File: config.mk
export PLATFORM = sky130hd
export DESIGN_NAME = system_timing_generator
export DESIGN_NICKNAME = d
export VERILOG_FILES = /design/src/design/timing_pkg.sv /design/src/design/mem_map_decoder.sv /design/src/design/system_timing_generator.sv
export SDC_FILE = /design/constraint.sdc
export NUM_CORES = 1
export LEC_CHECK = 0
export ABC_CLOCK_PERIOD_IN_PS = 5500
export BUFFER_PORTS_ARGS = -buffer_cell sky130_fd_sc_hd__buf_2
export CORE_MARGIN = 2
export CORE_UTILIZATION = 40
export CTS_BUF_LIST = sky130_fd_sc_hd__clkbuf_4 sky130_fd_sc_hd__clkbuf_8 sky130_fd_sc_hd__clkbuf_16
export DETAILED_ROUTE_END_ITERATION = 7
export PLACE_DENSITY_LB_ADDON = 0.1
export SKIP_LAST_GASP = 1
export SYNTH_ARGS = -nofsm -noshare
export SYNTH_HDL_FRONTEND = slang
export SYNTH_HIERARCHICAL = 1
export SYNTH_SLANG_ARGS = --single-unit
export TNS_END_PERCENT = 100
File: constraint.sdc
create_clock -name mclk_i -period 5.5 [get_ports mclk_i]
set_clock_uncertainty 0.1 [all_clocks]
set_input_delay 0 -clock mclk_i [delete_from_list [all_inputs] [get_ports mclk_i]]
set_output_delay 0 -clock mclk_i [all_outputs]
set_load 0.02 [all_outputs]
File: src/design/timing_pkg.sv
// timing_pkg: constants, types and layouts shared by the timing generator
// assumes a single 125 MHz system clock and an APB register port
package timing_pkg;
  // clock and chain sizes
  localparam int CLK_MHZ = 125;
  localparam int PRE_BITS = 2;
  localparam int DIV_BITS = 21;
  localparam int CHAIN_BITS = PRE_BITS + DIV_BITS;
  localparam int LOW_BITS = PRE_BITS + 6;
  localparam int HI_BITS = CHAIN_BITS - LOW_BITS;
  localparam int MC_STATES = 4;
  localparam logic [3:0] INST_MIN = 4'h1;
  localparam logic [3:0] INST_MAX = 4'ha;
  // chain tap positions (index into prescaler plus divider)
  localparam int DVO_TAP = 12;
  localparam int TBT_TAP = 16;
  localparam int WDT_TAP = 20;
  localparam int TMR_TAP = 9;
  localparam int WARM_TAP = 14;
  // memory map
  localparam logic [15:0] SFR_LAST = 16'h003f;
  localparam logic [15:0] RAM_FIRST = 16'h0040;
  localparam logic [15:0] DIRECT_LAST = 16'h00ff;
  localparam logic [15:0] RAM_LAST = 16'h043f;
  localparam logic [15:0] ROM_FIRST = 16'h1000;
  localparam logic [15:0] ROM_LAST = 16'hffff;
  localparam int ROM_BYTES = 61440;
  localparam int RAM_BYTES = 1024;
  localparam int DIRECT_BYTES = 192;
  // register byte offsets
  localparam logic [7:0] OFS_SYS_CTRL = 8'h00;
  localparam logic [7:0] OFS_TB_CTRL = 8'h04;
  localparam logic [7:0] OFS_STOP_CTRL = 8'h08;
  localparam logic [7:0] OFS_STATUS = 8'h0c;
  localparam logic [7:0] OFS_CHAIN = 8'h10;
  // field positions
  localparam int SYSTEM_CLOCK_SELECT_BIT = 0;
  localparam int XEN_BIT = 1;
  localparam int XTEN_BIT = 2;
  localparam int SLEEP_BIT = 3;
  localparam int DV7_BIT = 0;
  localparam int STOP_BIT = 0;
  localparam logic [31:0] WORD_ZERO = 32'h0000_0000;
  // machine cycle states, one-hot
  typedef enum logic [3:0] {
    MC_S0 = 4'b0001,
    MC_S1 = 4'b0010,
    MC_S2 = 4'b0100,
    MC_S3 = 4'b1000
  } mc_state_e;
  // power sequencing, one-hot
  typedef enum logic [2:0] {
    PWR_RUN = 3'b001,
    PWR_STOP = 3'b010,
    PWR_WARM = 3'b100
  } power_e;
  // software controlled system bits
  typedef struct packed {
    logic sleep;
    logic low_freq_enable;
    logic high_freq_enable;
    logic system_clock_select;
  } sys_ctrl_s;
  localparam sys_ctrl_s SYS_CTRL_RESET = 4'h2;
  // divider derived clock pulses
  typedef struct packed {
    logic divider_output_pulse;
    logic time_base_src;
    logic watchdog_src;
    logic timer_src;
  } taps_s;
endpackage

File: src/design/mem_map_decoder.sv
// mem_map_decoder: registered region selects for the 64 Kbyte space
// assumes the address comes from logic on the same clock
`timescale 1ns/1ps
`default_nettype none
module mem_map_decoder (
  input wire logic mclk_i,
  input wire logic rst_b_i,
  input wire logic [15:0] addr_i,
  output logic sfr_sel_o,
  output logic ram_sel_o,
  output logic direct_sel_o,
  output logic rom_sel_o
);
  // region compare, one flop per select
  always_ff @(posedge mclk_i or negedge rst_b_i) begin
    if (!rst_b_i) begin
      sfr_sel_o <= 1'b0;
      ram_sel_o <= 1'b0;
      direct_sel_o <= 1'b0;
      rom_sel_o <= 1'b0;
    end else begin
      sfr_sel_o <= addr_i <= timing_pkg::SFR_LAST;
      ram_sel_o <= addr_i >= timing_pkg::RAM_FIRST &&
                   addr_i <= timing_pkg::RAM_LAST;
      direct_sel_o <= addr_i >= timing_pkg::RAM_FIRST &&
                      addr_i <= timing_pkg::DIRECT_LAST;
      rom_sel_o <= addr_i >= timing_pkg::ROM_FIRST;
    end
  end
endmodule
`default_nettype wire

File: src/design/system_timing_generator.sv
// system_timing_generator: prescaler, divider, main clock and cycle states
// assumes APB from the same clock; low_freq_clock_i and the stop release
// pin are asynchronous and are synchronised here; mclk stands for fc
`timescale 1ns/1ps
`default_nettype none
module system_timing_generator #(
  parameter int WARM_TAP = timing_pkg::WARM_TAP
) (
  input wire logic mclk_i,
  input wire logic rst_b_i,
  input wire logic psel_i,
  input wire logic penable_i,
  input wire logic pwrite_i,
  input wire logic [7:0] paddr_i,
  input wire logic [31:0] pwdata_i,
  output logic [31:0] prdata_o,
  output logic pready_o,
  output logic pslverr_o,
  input wire logic low_freq_clock_i,
  input wire logic stop_release_b_i,
  input wire logic [3:0] inst_cycles_i,
  input wire logic [15:0] mem_addr_i,
  output logic main_clk_en_o,
  output logic [3:0] machine_cycle_states_o,
  output logic cycle_end_o,
  output logic inst_done_o,
  output timing_pkg::taps_s taps_o,
  output logic cpu_halt_o,
  output logic low_clock_active_o,
  output logic warm_up_o,
  output logic sfr_sel_o,
  output logic ram_sel_o,
  output logic direct_sel_o,
  output logic rom_sel_o
);
  localparam int LB = timing_pkg::LOW_BITS;
  localparam int HB = timing_pkg::HI_BITS;

  timing_pkg::sys_ctrl_s sys_ctrl;
  logic seventh_stage_source_select;
  logic [LB-1:0] low_chain;
  logic [HB-1:0] hi_chain;
  logic [timing_pkg::CHAIN_BITS-1:0] chain, chain_prev;
  timing_pkg::mc_state_e mc_state;
  timing_pkg::power_e power;
  logic active_lf, stop_from_hf;
  logic [2:0] lf_sync;
  logic [1:0] rel_sync;
  logic [3:0] inst_left;
  logic fs_tick, fc_run, lf_mode, hf_stopped, low_tick, carry6;
  logic stage7_tick, main_tick, chain_clear, stop_go, warm_done;
  logic apb_done, apb_hit, wr_en;

  // clamps an instruction length into the legal span
  function automatic logic [3:0] clamp_len(input logic [3:0] n);
    if (n < timing_pkg::INST_MIN) begin
      clamp_len = timing_pkg::INST_MIN;
    end else if (n > timing_pkg::INST_MAX) begin
      clamp_len = timing_pkg::INST_MAX;
    end else begin
      clamp_len = n;
    end
  endfunction

  // true when the offset is one of the mapped registers
  function automatic logic mapped(input logic [7:0] a);
    mapped = a == timing_pkg::OFS_SYS_CTRL || a == timing_pkg::OFS_TB_CTRL ||
             a == timing_pkg::OFS_STOP_CTRL || a == timing_pkg::OFS_STATUS ||
             a == timing_pkg::OFS_CHAIN;
  endfunction

  // synchronisers for the low clock and the release pin
  always_ff @(posedge mclk_i or negedge rst_b_i) begin
    if (!rst_b_i) begin
      lf_sync <= 3'h0;
      rel_sync <= 2'h3;
    end else begin
      lf_sync <= {lf_sync[1:0], low_freq_clock_i};
      rel_sync <= {rel_sync[0], stop_release_b_i};
    end
  end

  // clock enables and mode decode
  assign fs_tick = lf_sync[1] & ~lf_sync[2] & sys_ctrl.low_freq_enable &
                   power != timing_pkg::PWR_STOP;
  assign fc_run = sys_ctrl.high_freq_enable & power != timing_pkg::PWR_STOP;
  assign lf_mode = sys_ctrl.system_clock_select;
  assign hf_stopped = lf_mode & ~sys_ctrl.high_freq_enable;
  assign low_tick = fc_run & ~hf_stopped;
  assign carry6 = low_tick & (&low_chain);
  assign chain = {hi_chain, low_chain};

  // stage seven source choice
  always_comb begin
    if (power == timing_pkg::PWR_WARM && stop_from_hf) begin
      stage7_tick = carry6;
    // slow mode (system clock select) forces low clock
    end else if (lf_mode) begin
      stage7_tick = fs_tick;
    end else if (seventh_stage_source_select) begin
      stage7_tick = fs_tick;
    end else begin
      stage7_tick = carry6;
    end
  end

  // stop sequencing
  assign stop_go = wr_en && paddr_i == timing_pkg::OFS_STOP_CTRL &&
                   pwdata_i[timing_pkg::STOP_BIT];
  assign warm_done = power == timing_pkg::PWR_WARM && chain[WARM_TAP];
  assign chain_clear = (power == timing_pkg::PWR_RUN && stop_go) ||
                       (power == timing_pkg::PWR_STOP && !rel_sync[1]) ||
                       warm_done;

  // power state: run, stop, warm-up
  always_ff @(posedge mclk_i or negedge rst_b_i) begin
    if (!rst_b_i) begin
      power <= timing_pkg::PWR_RUN;
      stop_from_hf <= 1'b0;
    end else begin
      case (power)
        timing_pkg::PWR_RUN: begin
          if (stop_go) begin
            power <= timing_pkg::PWR_STOP;
            stop_from_hf <= ~lf_mode;
          end
        end
        timing_pkg::PWR_STOP: begin
          if (!rel_sync[1]) begin
            power <= timing_pkg::PWR_WARM;
          end
        end
        timing_pkg::PWR_WARM: begin
          if (warm_done) begin
            power <= timing_pkg::PWR_RUN;
          end
        end
        default: power <= timing_pkg::PWR_RUN;
      endcase
    end
  end

  // prescaler plus stages one-six
  always_ff @(posedge mclk_i or negedge rst_b_i) begin
    if (!rst_b_i) begin
      low_chain <= '0;
    // clear on stop entry and exit
    end else if (chain_clear) begin
      low_chain <= '0;
    end else if (low_tick) begin
      low_chain <= low_chain + 1'b1;
    end
  end

  // stages seven-twenty-one
  always_ff @(posedge mclk_i or negedge rst_b_i) begin
    if (!rst_b_i) begin
      hi_chain <= '0;
    end else if (chain_clear) begin
      hi_chain <= '0;
    end else if (stage7_tick) begin
      hi_chain <= hi_chain + 1'b1;
    end
  end

  always_ff @(posedge mclk_i or negedge rst_b_i) begin
    if (!rst_b_i) begin
      chain_prev <= '0;
      taps_o <= '0;
    end else begin
      chain_prev <= chain;
      taps_o.divider_output_pulse <= chain[timing_pkg::DVO_TAP] &
                                     ~chain_prev[timing_pkg::DVO_TAP];
      taps_o.time_base_src <= chain[timing_pkg::TBT_TAP] &
                              ~chain_prev[timing_pkg::TBT_TAP];
      taps_o.watchdog_src <= chain[timing_pkg::WDT_TAP] &
                             ~chain_prev[timing_pkg::WDT_TAP];
      taps_o.timer_src <= chain[timing_pkg::TMR_TAP] &
                          ~chain_prev[timing_pkg::TMR_TAP];
    end
  end

  assign main_tick = power == timing_pkg::PWR_RUN &&
                     (active_lf ? fs_tick : fc_run);

  // machine cycle states and source switch
  always_ff @(posedge mclk_i or negedge rst_b_i) begin
    if (!rst_b_i) begin
      mc_state <= timing_pkg::MC_S0;
      active_lf <= 1'b0;
    end else if (main_tick) begin
      case (mc_state)
        timing_pkg::MC_S0: mc_state <= timing_pkg::MC_S1;
        timing_pkg::MC_S1: mc_state <= timing_pkg::MC_S2;
        timing_pkg::MC_S2: mc_state <= timing_pkg::MC_S3;
        timing_pkg::MC_S3: begin
          mc_state <= timing_pkg::MC_S0;
          active_lf <= lf_mode;
        end
        default: mc_state <= timing_pkg::MC_S0;
      endcase
    end
  end

  always_ff @(posedge mclk_i or negedge rst_b_i) begin
    if (!rst_b_i) begin
      inst_left <= '0;
      inst_done_o <= 1'b0;
    end else begin
      inst_done_o <= 1'b0;
      if (main_tick && mc_state == timing_pkg::MC_S3) begin
        if (inst_left <= timing_pkg::INST_MIN) begin
          inst_done_o <= inst_left == timing_pkg::INST_MIN;
          inst_left <= inst_left == timing_pkg::INST_MIN ? 4'h0 : 
                       clamp_len(inst_cycles_i) - 1'b1;
          if (inst_left == 4'h0 && clamp_len(inst_cycles_i) ==
              timing_pkg::INST_MIN) begin
            inst_done_o <= 1'b1;
          end
        end else begin
          inst_left <= inst_left - 1'b1;
        end
      end
    end
  end

  // registered status outputs
  always_ff @(posedge mclk_i or negedge rst_b_i) begin
    if (!rst_b_i) begin
      main_clk_en_o <= 1'b0;
      machine_cycle_states_o <= timing_pkg::MC_S0;
      cycle_end_o <= 1'b0;
      cpu_halt_o <= 1'b0;
      low_clock_active_o <= 1'b0;
      warm_up_o <= 1'b0;
    end else begin
      main_clk_en_o <= main_tick;
      machine_cycle_states_o <= mc_state;
      cycle_end_o <= main_tick && mc_state == timing_pkg::MC_S3;
      cpu_halt_o <= sys_ctrl.sleep || power != timing_pkg::PWR_RUN;
      low_clock_active_o <= active_lf;
      warm_up_o <= power == timing_pkg::PWR_WARM;
    end
  end

  // apb slave, one wait state
  assign apb_hit = psel_i & penable_i;
  assign apb_done = apb_hit & pready_o;
  assign wr_en = apb_done & pwrite_i & mapped(paddr_i);
  always_ff @(posedge mclk_i or negedge rst_b_i) begin
    if (!rst_b_i) begin
      pready_o <= 1'b0;
      pslverr_o <= 1'b0;
      prdata_o <= timing_pkg::WORD_ZERO;
    end else begin
      pready_o <= apb_hit & ~pready_o;
      pslverr_o <= apb_hit & ~pready_o & ~mapped(paddr_i);
      prdata_o <= timing_pkg::WORD_ZERO;
      if (apb_hit && !pready_o && !pwrite_i) begin
        case (paddr_i)
          timing_pkg::OFS_SYS_CTRL: prdata_o[3:0] <= sys_ctrl;
          timing_pkg::OFS_TB_CTRL:
            prdata_o[timing_pkg::DV7_BIT] <= seventh_stage_source_select;
          timing_pkg::OFS_STATUS: prdata_o[7:0] <= {active_lf, power, mc_state};
          timing_pkg::OFS_CHAIN:
            prdata_o[timing_pkg::CHAIN_BITS-1:0] <= chain;
          default: prdata_o <= timing_pkg::WORD_ZERO;
        endcase
      end
    end
  end

  // control registers
  always_ff @(posedge mclk_i or negedge rst_b_i) begin
    if (!rst_b_i) begin
      sys_ctrl <= timing_pkg::SYS_CTRL_RESET;
      seventh_stage_source_select <= 1'b0;
    end else if (wr_en) begin
      if (paddr_i == timing_pkg::OFS_SYS_CTRL) begin
        sys_ctrl <= pwdata_i[3:0];
      end
      if (paddr_i == timing_pkg::OFS_TB_CTRL) begin
        seventh_stage_source_select <= pwdata_i[timing_pkg::DV7_BIT];
      end
    end
  end

  mem_map_decoder u_map (
    .mclk_i(mclk_i),
    .rst_b_i(rst_b_i),
    .addr_i(mem_addr_i),
    .sfr_sel_o(sfr_sel_o),
    .ram_sel_o(ram_sel_o),
    .direct_sel_o(direct_sel_o),
    .rom_sel_o(rom_sel_o)
  );
endmodule
`default_nettype wire

==> results of run 1 <==
==> sequential cells by signal, indices dropped and copies added (netlist names), 2 cells and up <==
signal                  count
mc_state                    4
lf_sync                     3
prdata_o                   23
inst_left                   4
chain_prev                  4
low_chain                   8
power                       3
rel_sync                    2
taps_o                      4
machine_cycle_states_o      4
hi_chain                   15
sys_ctrl                    3
==> worst paths after layout <==
| check | startpoint | endpoint | slack [ns] | depth (start not counted) |
|---|---|---|---|---|
| max | power[0] | inst_left[2] | 2.87 | 5 |
| min | rst_b_i | prdata_o[11] | 0.02 | 3 |
| max in group asynchronous | rst_b_i | hi_chain[6] | 4.47 | 3 |
| min in group mclk_i | inst_cycles_i[3] | inst_left[3] | 0.03 | 5 |
| max reg2reg | power[0] | inst_left[2] | 2.87 | 5 |
| min reg2reg | rel_sync[0] | rel_sync[1] | 0.26 | 0 |
==> worst max-delay path: stages (launching register included) <==
cell and delay [ns]:
sky130_fd_sc_hd__dfstp_2 0.62, sky130_fd_sc_hd__nor3b_1 0.62, sky130_fd_sc_hd__nand4_1 0.20, sky130_fd_sc_hd__a21boi_1 0.56, sky130_fd_sc_hd__nand2_1 0.13, sky130_fd_sc_hd__mux2_2 0.29
==> layer usage <==
metal	track usage	up-vias	wire [µm]
met2	0.272	46	4310
met4	0.0714	0	191
met5	0	-	0
li1	-	1532	-
met1	0.202	1515	3780
met3	0.0260	15	206
==> cell usage after synthesis (all sizes together), types with 5 or more instances <==
| master | count | area (µm²) |
|---|---|---|
| dfrtp | 87 | 2180 |
| nor2 | 34 | 128 |
| nand2 | 29 | 109 |
| a21oi | 25 | 125 |
| and2 | 18 | 113 |
| buf | 15 | 114 |
| nand3 | 14 | 70.1 |
| o21ai | 14 | 70.1 |
| inv | 11 | 41.3 |
| mux2 | 9 | 105 |
| or3 | 9 | 58.8 |
| or4 | 9 | 71.3 |
| a31oi | 7 | 43.8 |
| clkbuf | 7 | 26.3 |
| ha | 7 | 87.6 |
| nor3 | 7 | 40.0 |
| dfstp | 6 | 158 |
| xor2 | 6 | 52.6 |
| a22oi | 5 | 37.5 |
| nand2b | 5 | 38.8 |
| nor2b | 5 | 31.3 |
| o31ai | 5 | 37.5 |
==> metrics by stage <==
stage | worst slack, ns | area [µm²]
finish | 2.87 | 5050
global route | 2.61 | 5050
CTS | 2.83 | 5050
detailed placement | 2.86 | 4570
global placement | 2.87 | 4570
floorplan | 3.20 | 4160
==> cell usage in the layout (no fill, tap or decap), types with 3 or more instances in the layout <==
master and count:
sky130_fd_sc_hd__clkinv_4 3, sky130_fd_sc_hd__nor3b_1 4, sky130_fd_sc_hd__nand2_1 29, sky130_fd_sc_hd__nand3b_1 3
sky130_fd_sc_hd__mux2_2 8, sky130_fd_sc_hd__or3b_2 3, sky130_fd_sc_hd__or3_1 7, sky130_fd_sc_hd__nor2b_1 5
sky130_fd_sc_hd__nand2b_1 4, sky130_fd_sc_hd__dfrtp_1 87, sky130_fd_sc_hd__buf_2 74, sky130_fd_sc_hd__xnor2_1 3
sky130_fd_sc_hd__nor2_1 34, sky130_fd_sc_hd__and2_1 18, sky130_fd_sc_hd__clkbuf_8 10, sky130_fd_sc_hd__conb_1 9
sky130_fd_sc_hd__clkinvlp_4 3, sky130_fd_sc_hd__o21ai_0 14, sky130_fd_sc_hd__o41ai_1 3, sky130_fd_sc_hd__or4_1 8
sky130_fd_sc_hd__nor3_1 6, sky130_fd_sc_hd__a22oi_1 5, sky130_fd_sc_hd__xor2_1 6, sky130_fd_sc_hd__nand4_1 3
sky130_fd_sc_hd__nor4_1 3, sky130_fd_sc_hd__o31ai_1 5, sky130_fd_sc_hd__nand4b_1 3, sky130_fd_sc_hd__dlygate4sd3_1 27
sky130_fd_sc_hd__a31oi_1 7, sky130_fd_sc_hd__a21oi_1 25, sky130_fd_sc_hd__inv_1 11, sky130_fd_sc_hd__dfstp_2 6
sky130_fd_sc_hd__nand3_1 14, sky130_fd_sc_hd__ha_1 7
==> kinds of logic after synthesis <==
group,synth area share
AO/OA/AOI/OAI,0.104
XOR/XNOR,0.0191
adder cells (fa/ha/maj),0.0236
buffers and inverters,0.0440
flip-flops,0.566
multiplexers,0.0279
other,0.000908
AND/OR/NAND/NOR,0.215
==> report_power, final <==
group	leakage [nW]	internal (mW)	switching (mW)	total, mW
Clock	0.0847	0.179	0.247	0.426
Sequential	1.24	0.688	0.00218	0.690
Combinational	1.08	0.0274	0.0379	0.0654
Total	2.40	0.894	0.287	1.18
==> timing repair <==
| action | CTS | global route |
|---|---|---|
| hold buffers | 28 | 0 |
| hold endpoints to repair | 54 | 0 |
| buffers inserted | 0 | 0 |
==> area by class of cell <==
class | instances | area (µm²) | share of cell area
sequential | 93 | 2330 | 0.462
multi-input combinational | 265 | 1640 | 0.325
timing repair buffer | 104 | 676 | 0.134
tap | 136 | 170 | 0.0337
clock buffer | 10 | 138 | 0.0273
clock inverter | 6 | 48.8 | 0.00966
inverter | 11 | 41.3 | 0.00818
==> results.md, run 1 <==
* Result of the run: complete, no violations
* CP Data Required Time at between 5 and 6 ns
* Number of antenna violations at the first check in global routing at 0
* FP Rows at 37
* Nets at 558
* Count of mapped cells out of synthesis at approximately 380
* Leftover overflow at the end of global routing at 0
* Number of maximum-capacitance constraint violations at 0
* Post-layout instance count excluding filler cells at around 630
* Initial standard-cell utilization of the core at 0.405
* Final hold vios at 0
* Setup repair after global routing missed its margin: false
* Post-synthesis cell area at roughly 0.0041 mm²
* Most used flip-flop cell after synthesis: sky130_fd_sc_hd__dfrtp_1
* Share of async-settable or async-resettable flops after synthesis at 1.00
* Maximum fanout along the worst path at 10
* Skew-Pair Late Insertion Delay at ~0.36 ns
* Post-synthesis register bit count at just over 90
* Number of input and output port buffers inserted at between 70 and 80
* Diode insertion count for antenna repair at 0
* Peak clock frequency supported by timing at 381 MHz
* Worst slew margin relative to its limit at 0.461
* Die height at about 110 µm
* Synth Warn # at 6
* Core region area at 0.0102 mm²
* Portion of the post-synthesis area used by sequential elements at 0.566
* Worst hold-check path type: in2async
* Tmin final at between 2 and 3 ns
* Cts repair resizes at 0
* Overall routed net length at ~8.5 mm
* Maximum resistive drop on vdd at between 0.09 and 0.1 mV
* Total power density per cell area at 234 mW/mm²
* Fin Setup TNS at 0 ns
* Final GP Congestion at ~0.83
* Root buffer selected by CTS: sky130_fd_sc_hd__clkbuf_8
* Avg Cell Area, Syn at 10.8 µm²
* Classification of the worst setup path: reg2reg
* Maximum level of the CTS H-tree at 3
* Total number of vias at slightly above 3000
* Final setup viols at 0
* CP endpoint kind: register
* Die Footprint at roughly 0.011 mm²
* TritonCTS Buffers at 9
* Layout Area Growth over Synthesis at 22.3%
* Estimated wirelength of the detail-placed design at roughly 5.8 mm
* Data arrival at the endpoint of the critical path at 2.77 ns
* Overall Global Routing Usage at 0.161
* Fin. max-slew vios at 0
* Synth unique cells at 58
* Wire length of the first global-routing pass at ~14 mm
* Tot Pwr at 1.18 mW
* Cell count after placement at a little under 600
* Initial DRT Pass Iterations at 4
* Top-Level Pins at around 120
* Bufs on Longest Clock Path at 2
* Iteration-0 DRC count of the detailed router at 92
* Num Clock Sinks at between 90 and 100
* Hold slack final at about 0.023 ns
* Via count of the first global-routing pass at 3031
* Leakage at 2.40 nW
* Mean routed wirelength per cell at ~14 µm
* Number of remaining DRC errors at 0
* Maximum number of pins on one net before global-route repair at 65
* Core Util, Final at 0.496
* Tightest Pin Transition at around 0.81 ns
* Final Cycle Share at 0.478
* Startpoint type of the worst setup path: register
* Final antenna-violating net count at 0
* Number of fill cells at 989
* Die outline width at approximately 110 µm
* Count of flip-flops with a built-in enable after synthesis at 0
* Mean number of vias per cell at 4.97
* CTS tree: built
* Share of layout cells above drive strength 1 at 0.243
* Clock slew at the register clock pins of the worst setup and hold paths at about 0.10 ns
(Power assumes the default switching activity.)
==> inputs of run 2 (changes only) <==
ABC_CLOCK_PERIOD_IN_PS = 2500   (was 5500)
clock period = 2.5 ns   (was 5.5 ns; I/O delays follow)
==> results.md, run 2 (same netlist as run 1, synthesis figures left out) <==
* Fin Setup TNS at 0 ns
* Tmin final at between 2 and 2.5 ns
* Total number of vias at about 3200
* Worst hold-check path type: in2reg
* Worst slew margin relative to its limit at 0.618
* CP Data Required Time at 2.70 ns
* Data arrival at the endpoint of the critical path at 2.63 ns
* Most common library cell in the layout ignoring fill and taps: sky130_fd_sc_hd__dfrtp_1
* Master of the slowest instance on the critical path: sky130_fd_sc_hd__or4_4
* Multi-input gate area at 0.00169 mm²
* Result of the run: complete, no violations
* CTS tree: built
* Largest registers: prdata_o x23, hi_chain x15, low_chain x8
* Sequence of cells on the critical path: ha_2, nand3_1, or4_4, mux2_4, buf_4, or4_1, nand2_1
* Clock slew at the register clock pins of the worst setup and hold paths at roughly 0.090 ns
* FP Rows at 37
* Wire length of the first global-routing pass at about 15 mm
* Initial DRT Pass Iterations at 4
* Mean number of vias per cell at approximately 4.9
* Final setup viols at 0
* Iteration-0 DRC count of the detailed router at 70
* Num Clock Sinks at 93
* Tot Pwr at around 2.8 mW
* Most flops, register: prdata_o
* Slack of the worst reg-to-reg path at 0.08 ns
* Leftover overflow at the end of global routing at 0
* Maximum number of pins on one net before global-route repair at roughly 50
* Worst-case reg-to-reg path depth at 7
* Maximum fanout along the worst path at 6
* Final GP Congestion at roughly 0.83
* TritonCTS Buffers at 9
* Number of fill cells at around 960
* Final Cycle Share at 0.969
* Skew-Pair Late Insertion Delay at ~0.36 ns
* Overall routed net length at 9.14 mm
* Hold Path Depth at 4
* Number of antenna violations at the first check in global routing at 0
* Share of layout cells above drive strength 1 at 0.283
* Nets at between 500 and 600
* Tightest Pin Transition at about 0.57 ns
* Layout Area Growth over Synthesis at 26.7%
* Area occupied by registers at 0.00233 mm²
* Number of flip-flops under the largest register name at 23
* Total power density per cell area at ~530 mW/mm²
* Root buffer selected by CTS: sky130_fd_sc_hd__clkbuf_8
* Peak clock frequency supported by timing at between 400 and 500 MHz
* Number of input and output port buffers inserted at 75
* Final hold vios at 0
* Overall Global Routing Usage at 0.168
* Maximum level of the CTS H-tree at 3
* Highest-count cells in the layout ignoring fill and taps: sky130_fd_sc_hd__dfrtp_1 (87), sky130_fd_sc_hd__buf_2 (74), sky130_fd_sc_hd__nor2_1 (34)
* Final antenna-violating net count at 0
* Classification of the worst setup path: reg2reg
* Top-Level Pins at ~120
* Die height at 106 µm
* Fin. max-slew vios at 0
* Delay contributed by the slowest stage of the critical path at approximately 0.56 ns
* Number of maximum-capacitance constraint violations at 0
* Bufs on Longest Clock Path at 2
* Core region area at just over 0.01 mm²
* Via count of the first global-routing pass at 3116
* Die Footprint at 0.0111 mm²
* Startpoint type of the worst setup path: register
* Leakage at between 2 and 3 nW
* Maximum resistive drop on vdd at 0.260 mV
* Die outline width at between 100 and 150 µm
* Diode insertion count for antenna repair at 0
* Estimated wirelength of the detail-placed design at a little over 6 mm
* Number of remaining DRC errors at 0
* Mean routed wirelength per cell at ~14 µm
* CP endpoint kind: register
* Initial standard-cell utilization of the core at 0.405
[run 2: cell count changes in the layout (fill, tap and decap cells not counted), sizes merged]
cell / before / now
dlygate4sd3: 27 / 25
mux2: 9 / 11
clkbuf: 10 / 9
buf: 77 / 93
clkinvlp: 3 / 1
bufinv: 0 / 2
inv: 11 / 12
[run 2: area by class of cell]
cell class                      instances  share of cell area
Clock buffer                            9              0.0237
Clock inverter                          7              0.0189
Inverter                               11             0.00789
Multi-Input combinational cell        267               0.322
Sequential cell                        93               0.446
Tap cell                              136              0.0325
Timing Repair Buffer                  118               0.148
[run 2: timing repair]
| item | CTS | global route |
|---|---|---|
| setup endpoints to repair | 0 | 6 |
| hold buffers | 25 | 0 |
| gates resized for setup | 0 | 6 |
| hold endpoints to repair | 82 | 0 |
| buffers inserted | 0 | 1 |
[run 2: final timing paths]
check,end,start
min reg2reg,lf_sync[1],lf_sync[0]
max in group asynchronous,power[0],rst_b_i
max reg2reg,hi_chain[12],low_chain[1]
min in group asynchronous,taps_o[2],rst_b_i
min,prdata_o[21],paddr_i[3]
max,hi_chain[12],low_chain[1]
[run 2: worst max-delay path: cells and delay by family (launching register included)]
kind,cells,cell delay (ns)
simple gates,4,1.20
mux,1,0.33
flops,1,0.40
fa+ha+maj,1,0.20
buf+inv,1,0.15
[run 2: report_power, final]
group | internal [mW] | switching, mW
sequential | 1.51 | 0.00375
combinational | 0.0623 | 0.0872
clock | 0.569 | 0.561
total | 2.14 | 0.652
[run 2: per-layer routing]
layer	vias to the layer above	wire length (µm)	GRT usage	part of all wire
met5	-	0	0	0
met4	0	194	0.0789	0.021
met3	16	282	0.0278	0.031
met2	50	4540	0.285	0.50
met1	1532	4120	0.210	0.45
li1	1571	-	-	-
[run 2: per-stage QoR]
stage / hold WS (ns) / cell area, µm² / instances / setup WS (ns) / utilization
finish: 0.0153 / 5230 / 641 / 0.0782 / 0.514
global route: 0.0252 / 5230 / 641 / -0.00285 / 0.514
CTS: 0.00109 / 5180 / 638 / 0.0445 / 0.508
detailed placement: -0.0576 / 4710 / 597 / 0.0388 / 0.462
global placement: -0.0611 / 4710 / 597 / 0.112 / 0.462
floorplan: -0.396 / 4160 / 391 / 0.203 / -
==> inputs of run 3 (changes only) <==
CORE_MARGIN = 4   (was 2)
SYNTH_HIERARCHICAL = default   (was 1)
==> results.md, run 3 <==
* Mean number of vias per cell at about 5.0
* Post-synthesis cell area at between 0.004 and 0.005 mm²
* Data arrival at the endpoint of the critical path at 2.56 ns
* Final antenna-violating net count at 0
* Maximum number of pins on one net before global-route repair at 54
* Count of flip-flops with a built-in enable after synthesis at 0
* Hold Startpoint: psel_i
* CP endpoint kind: register
* Multi-input gate area at roughly 0.0017 mm²
* Final hold vios at 0
* Hold Path Depth at 4
* Layout Area Growth over Synthesis at 25.4%
* Post-synth top cells: sky130_fd_sc_hd__dfrtp_1 (87), sky130_fd_sc_hd__nor2_1 (39), sky130_fd_sc_hd__nand2_1 (24)
* Cell count after placement at 584
* Biggest area contributors in the synthesized netlist: sky130_fd_sc_hd__dfrtp_1 (52%), sky130_fd_sc_hd__dfstp_2 (3.8%), sky130_fd_sc_hd__nor2_1 (3.5%), sky130_fd_sc_hd__mux2_2 (2.7%), sky130_fd_sc_hd__buf_4 (2.5%)
* Post-synthesis register bit count at 93
* Buffer and inverter count on the worst path at 0
* Delay contributed by the slowest stage of the critical path at roughly 0.61 ns
* Core region area at approximately 0.01 mm²
* Root buffer selected by CTS: sky130_fd_sc_hd__clkbuf_8
* Number of remaining DRC errors at 0
* Sequence of cells on the critical path: and4bb_2, or2_2, mux2i_4, or4_1, a21oi_1
* Sequential share of power at 0.539
* Synth unique cells at 60
* Worst hold-check path type: in2reg
* Skew-Pair Late Insertion Delay at 0.36 ns
* Number of maximum-capacitance constraint violations at 0
* Iteration-0 DRC count of the detailed router at between 100 and 150
* P_int at around 2.2 mW
* Top-Level Pins at about 120
* Most common library cell in the layout ignoring fill and taps: sky130_fd_sc_hd__dfrtp_1
* Post-route cell area at approximately 0.0052 mm²
* Num Clock Sinks at 93
* Synth Warn # at 0
* Switching fraction of total power at 0.223
* Logic depth of the worst path, buffers included at 5
* Tmin final at approximately 2.4 ns
* Initial standard-cell utilization of the core at 0.417
* CTS tree: built
* Maximum fanout along the worst path at 20
* Setup repair after global routing missed its margin: false
* Leakage at roughly 2.5 nW
* Classification of the worst setup path: reg2reg
* Fin Setup TNS at 0 ns
* Peak clock frequency supported by timing at ~420 MHz
* Origin of the worst setup path: power[0]
* PnR worst setup slack at 0.113 ns
* Estimated wirelength of the detail-placed design at 6.14 mm
* Total power density per cell area at about 550 mW/mm²
* Share of layout cells above drive strength 1 at 0.267
* Post-CTS setup-driven buffer insertion count at 0
* Number of input and output port buffers inserted at 75
* Largest delay contributor family on the critical path: simple AND/OR/NAND/NOR gates
* Most frequent cell after synthesis: sky130_fd_sc_hd__dfrtp_1
* Via count of the first global-routing pass at 3077
* Number of antenna violations at the first check in global routing at 0
* Leftover overflow at the end of global routing at 0
* Bufs on Longest Clock Path at 2
* Share of async-settable or async-resettable flops after synthesis at 1.00
* Tot Pwr at between 2 and 3 mW
* Net switching power of the design at 635 µW
* Clock slew at the register clock pins of the worst setup and hold paths at about 0.09 ns
* Die height at around 110 µm
* Portion of the post-synthesis area used by sequential elements at 0.562
* Nets at between 500 and 600
* Mean routed wirelength per cell at ~14 µm
* Result of the run: complete, no violations
* Number of flip-flops under the largest register name at 23
* Area occupied by registers at between 0.002 and 0.0025 mm²
* Overall Global Routing Usage at 0.155
* Maximum level of the CTS H-tree at 3
* Initial DRT Pass Iterations at 6
* FP Rows at 36
* Number of fill cells at 907
* Pre-CTS WS at around 0.034 ns
* Diode insertion count for antenna repair at 0
* Final Cycle Share at 0.955
* Startpoint of the lowest-slack register-to-register path: power[0]
* Master of the slowest instance on the critical path: sky130_fd_sc_hd__dfstp_2
* Post-layout instance count excluding filler cells at around 630
* Maximum resistive drop on vdd at between 0.2 and 0.25 mV
* CP Data Required Time at 2.67 ns
* Total number of vias at 3146
* Tightest Pin Transition at ~0.57 ns
* Worst slew margin relative to its limit at 0.619
* Startpoint type of the worst setup path: register
* Wire length of the first global-routing pass at around 15 mm
* Most used flip-flop cell after synthesis: sky130_fd_sc_hd__dfrtp_1
* Logic pwr share at 0.068
* Fin. max-slew vios at 0
* Die Footprint at around 0.012 mm²
* Largest registers: prdata_o x23, hi_chain x15, low_chain x8
* Final GP Congestion at 0.767
* Worst-case reg-to-reg path depth at 5
* Final setup viols at 0
* Avg Cell Area, Syn at 11.1 µm²
* Highest-count cells in the layout ignoring fill and taps: sky130_fd_sc_hd__dfrtp_1 (87), sky130_fd_sc_hd__buf_2 (74), sky130_fd_sc_hd__nor2_1 (39)
* Clock network fraction of total power at 0.393
* TritonCTS Buffers at 9
* Total placed instance area at approximately 0.0047 mm²
* Die outline width at 110 µm
* Overall routed net length at a little under 9 mm
* Cell taking the most area after synthesis: sky130_fd_sc_hd__dfrtp_1
* Count of mapped cells out of synthesis at approximately 380
* Most flops, register: prdata_o
* Area fraction of the dominant cell type after synthesis at 0.524
run 3: changes by cell type in the layout (fill, tap and decap cells not counted), sizes merged, moves of 4 or more:
cell,delta
nand3,-7
a31oi,-6
buf,-6
nand2,-5
nor2,+5
nor3,+5
or4,-5
a21oi,-4
a22oi,+4
and2,-4
run 3: power by group through the flow:
stage	sequential [mW]	combinational, mW	clock [mW]
after floorplan	1.57	0.0843	0
after global placement	1.56	0.163	0
after detailed placement	1.56	0.166	0
after CTS	1.53	0.194	1.15
after global routing	1.54	0.216	1.22
final	1.53	0.192	1.12
run 3: repair_timing:
action,in CTS,in global routing
hold buffers,28,0
hold endpoints to repair,109,0
endpoints found under the setup margin,0,11
resized for setup,0,1
run 3: area by class of cell:
cell class,count,share of cell area
Inverter,9,0.00648
Timing Repair Buffer,115,0.146
Clock buffer,11,0.0279
Multi-Input combinational cell,262,0.323
Tap cell,133,0.0319
Sequential cell,93,0.448
Clock inverter,5,0.0161
run 3: logic make-up (layout without fill, tap and decap cells):
group,Yosys count,count (layout),synth area share
DFF,93,93,0.562
muxes,13,13,0.0352
xor gates and xnor gates,11,11,0.0232
AOI/OAI and AO/OA,61,61,0.0934
adders and majority gates,7,7,0.0211
and+or+nand+nor,161,161,0.223
buffers and inverters,28,140,0.0416
other,1,9,0.000903
run 3: layer usage:
| layer | vias up | GRT usage | share of wire |
|---|---|---|---|
| met5 | - | 0 | 0 |
| met2 | 84 | 0.240 | 0.47 |
| met1 | 1516 | 0.216 | 0.46 |
| met3 | 11 | 0.0388 | 0.062 |
| li1 | 1535 | - | - |
| met4 | 0 | 0.0472 | 0.011 |
run 3: worst paths after layout:
path	to	slack [ns]
max	hi_chain[14]	0.11
min	prdata_o[4]	0.03
max reg2reg	hi_chain[14]	0.11
min reg2reg	lf_sync[1]	0.25
max in group asynchronous	mc_state[0]	1.52
min in group asynchronous	prdata_o[14]	0.06
run 3: through the flow:
| stage | utilization | hold slack [ns] |
|---|---|---|
| floorplan | - | -0.396 |
| global placement | 0.471 | -0.0774 |
| detailed placement | 0.471 | -0.0793 |
| CTS | 0.522 | 0.00712 |
| global route | 0.523 | 0.0578 |
| finish | 0.523 | 0.0257 |
run 3: worst min-delay path, stage by stage:
cell and delay (ns):
sky130_fd_sc_hd__buf_2 0.11, sky130_fd_sc_hd__nand2_1 0.08, sky130_fd_sc_hd__or3_1 0.19, sky130_fd_sc_hd__nor2_1 0.06
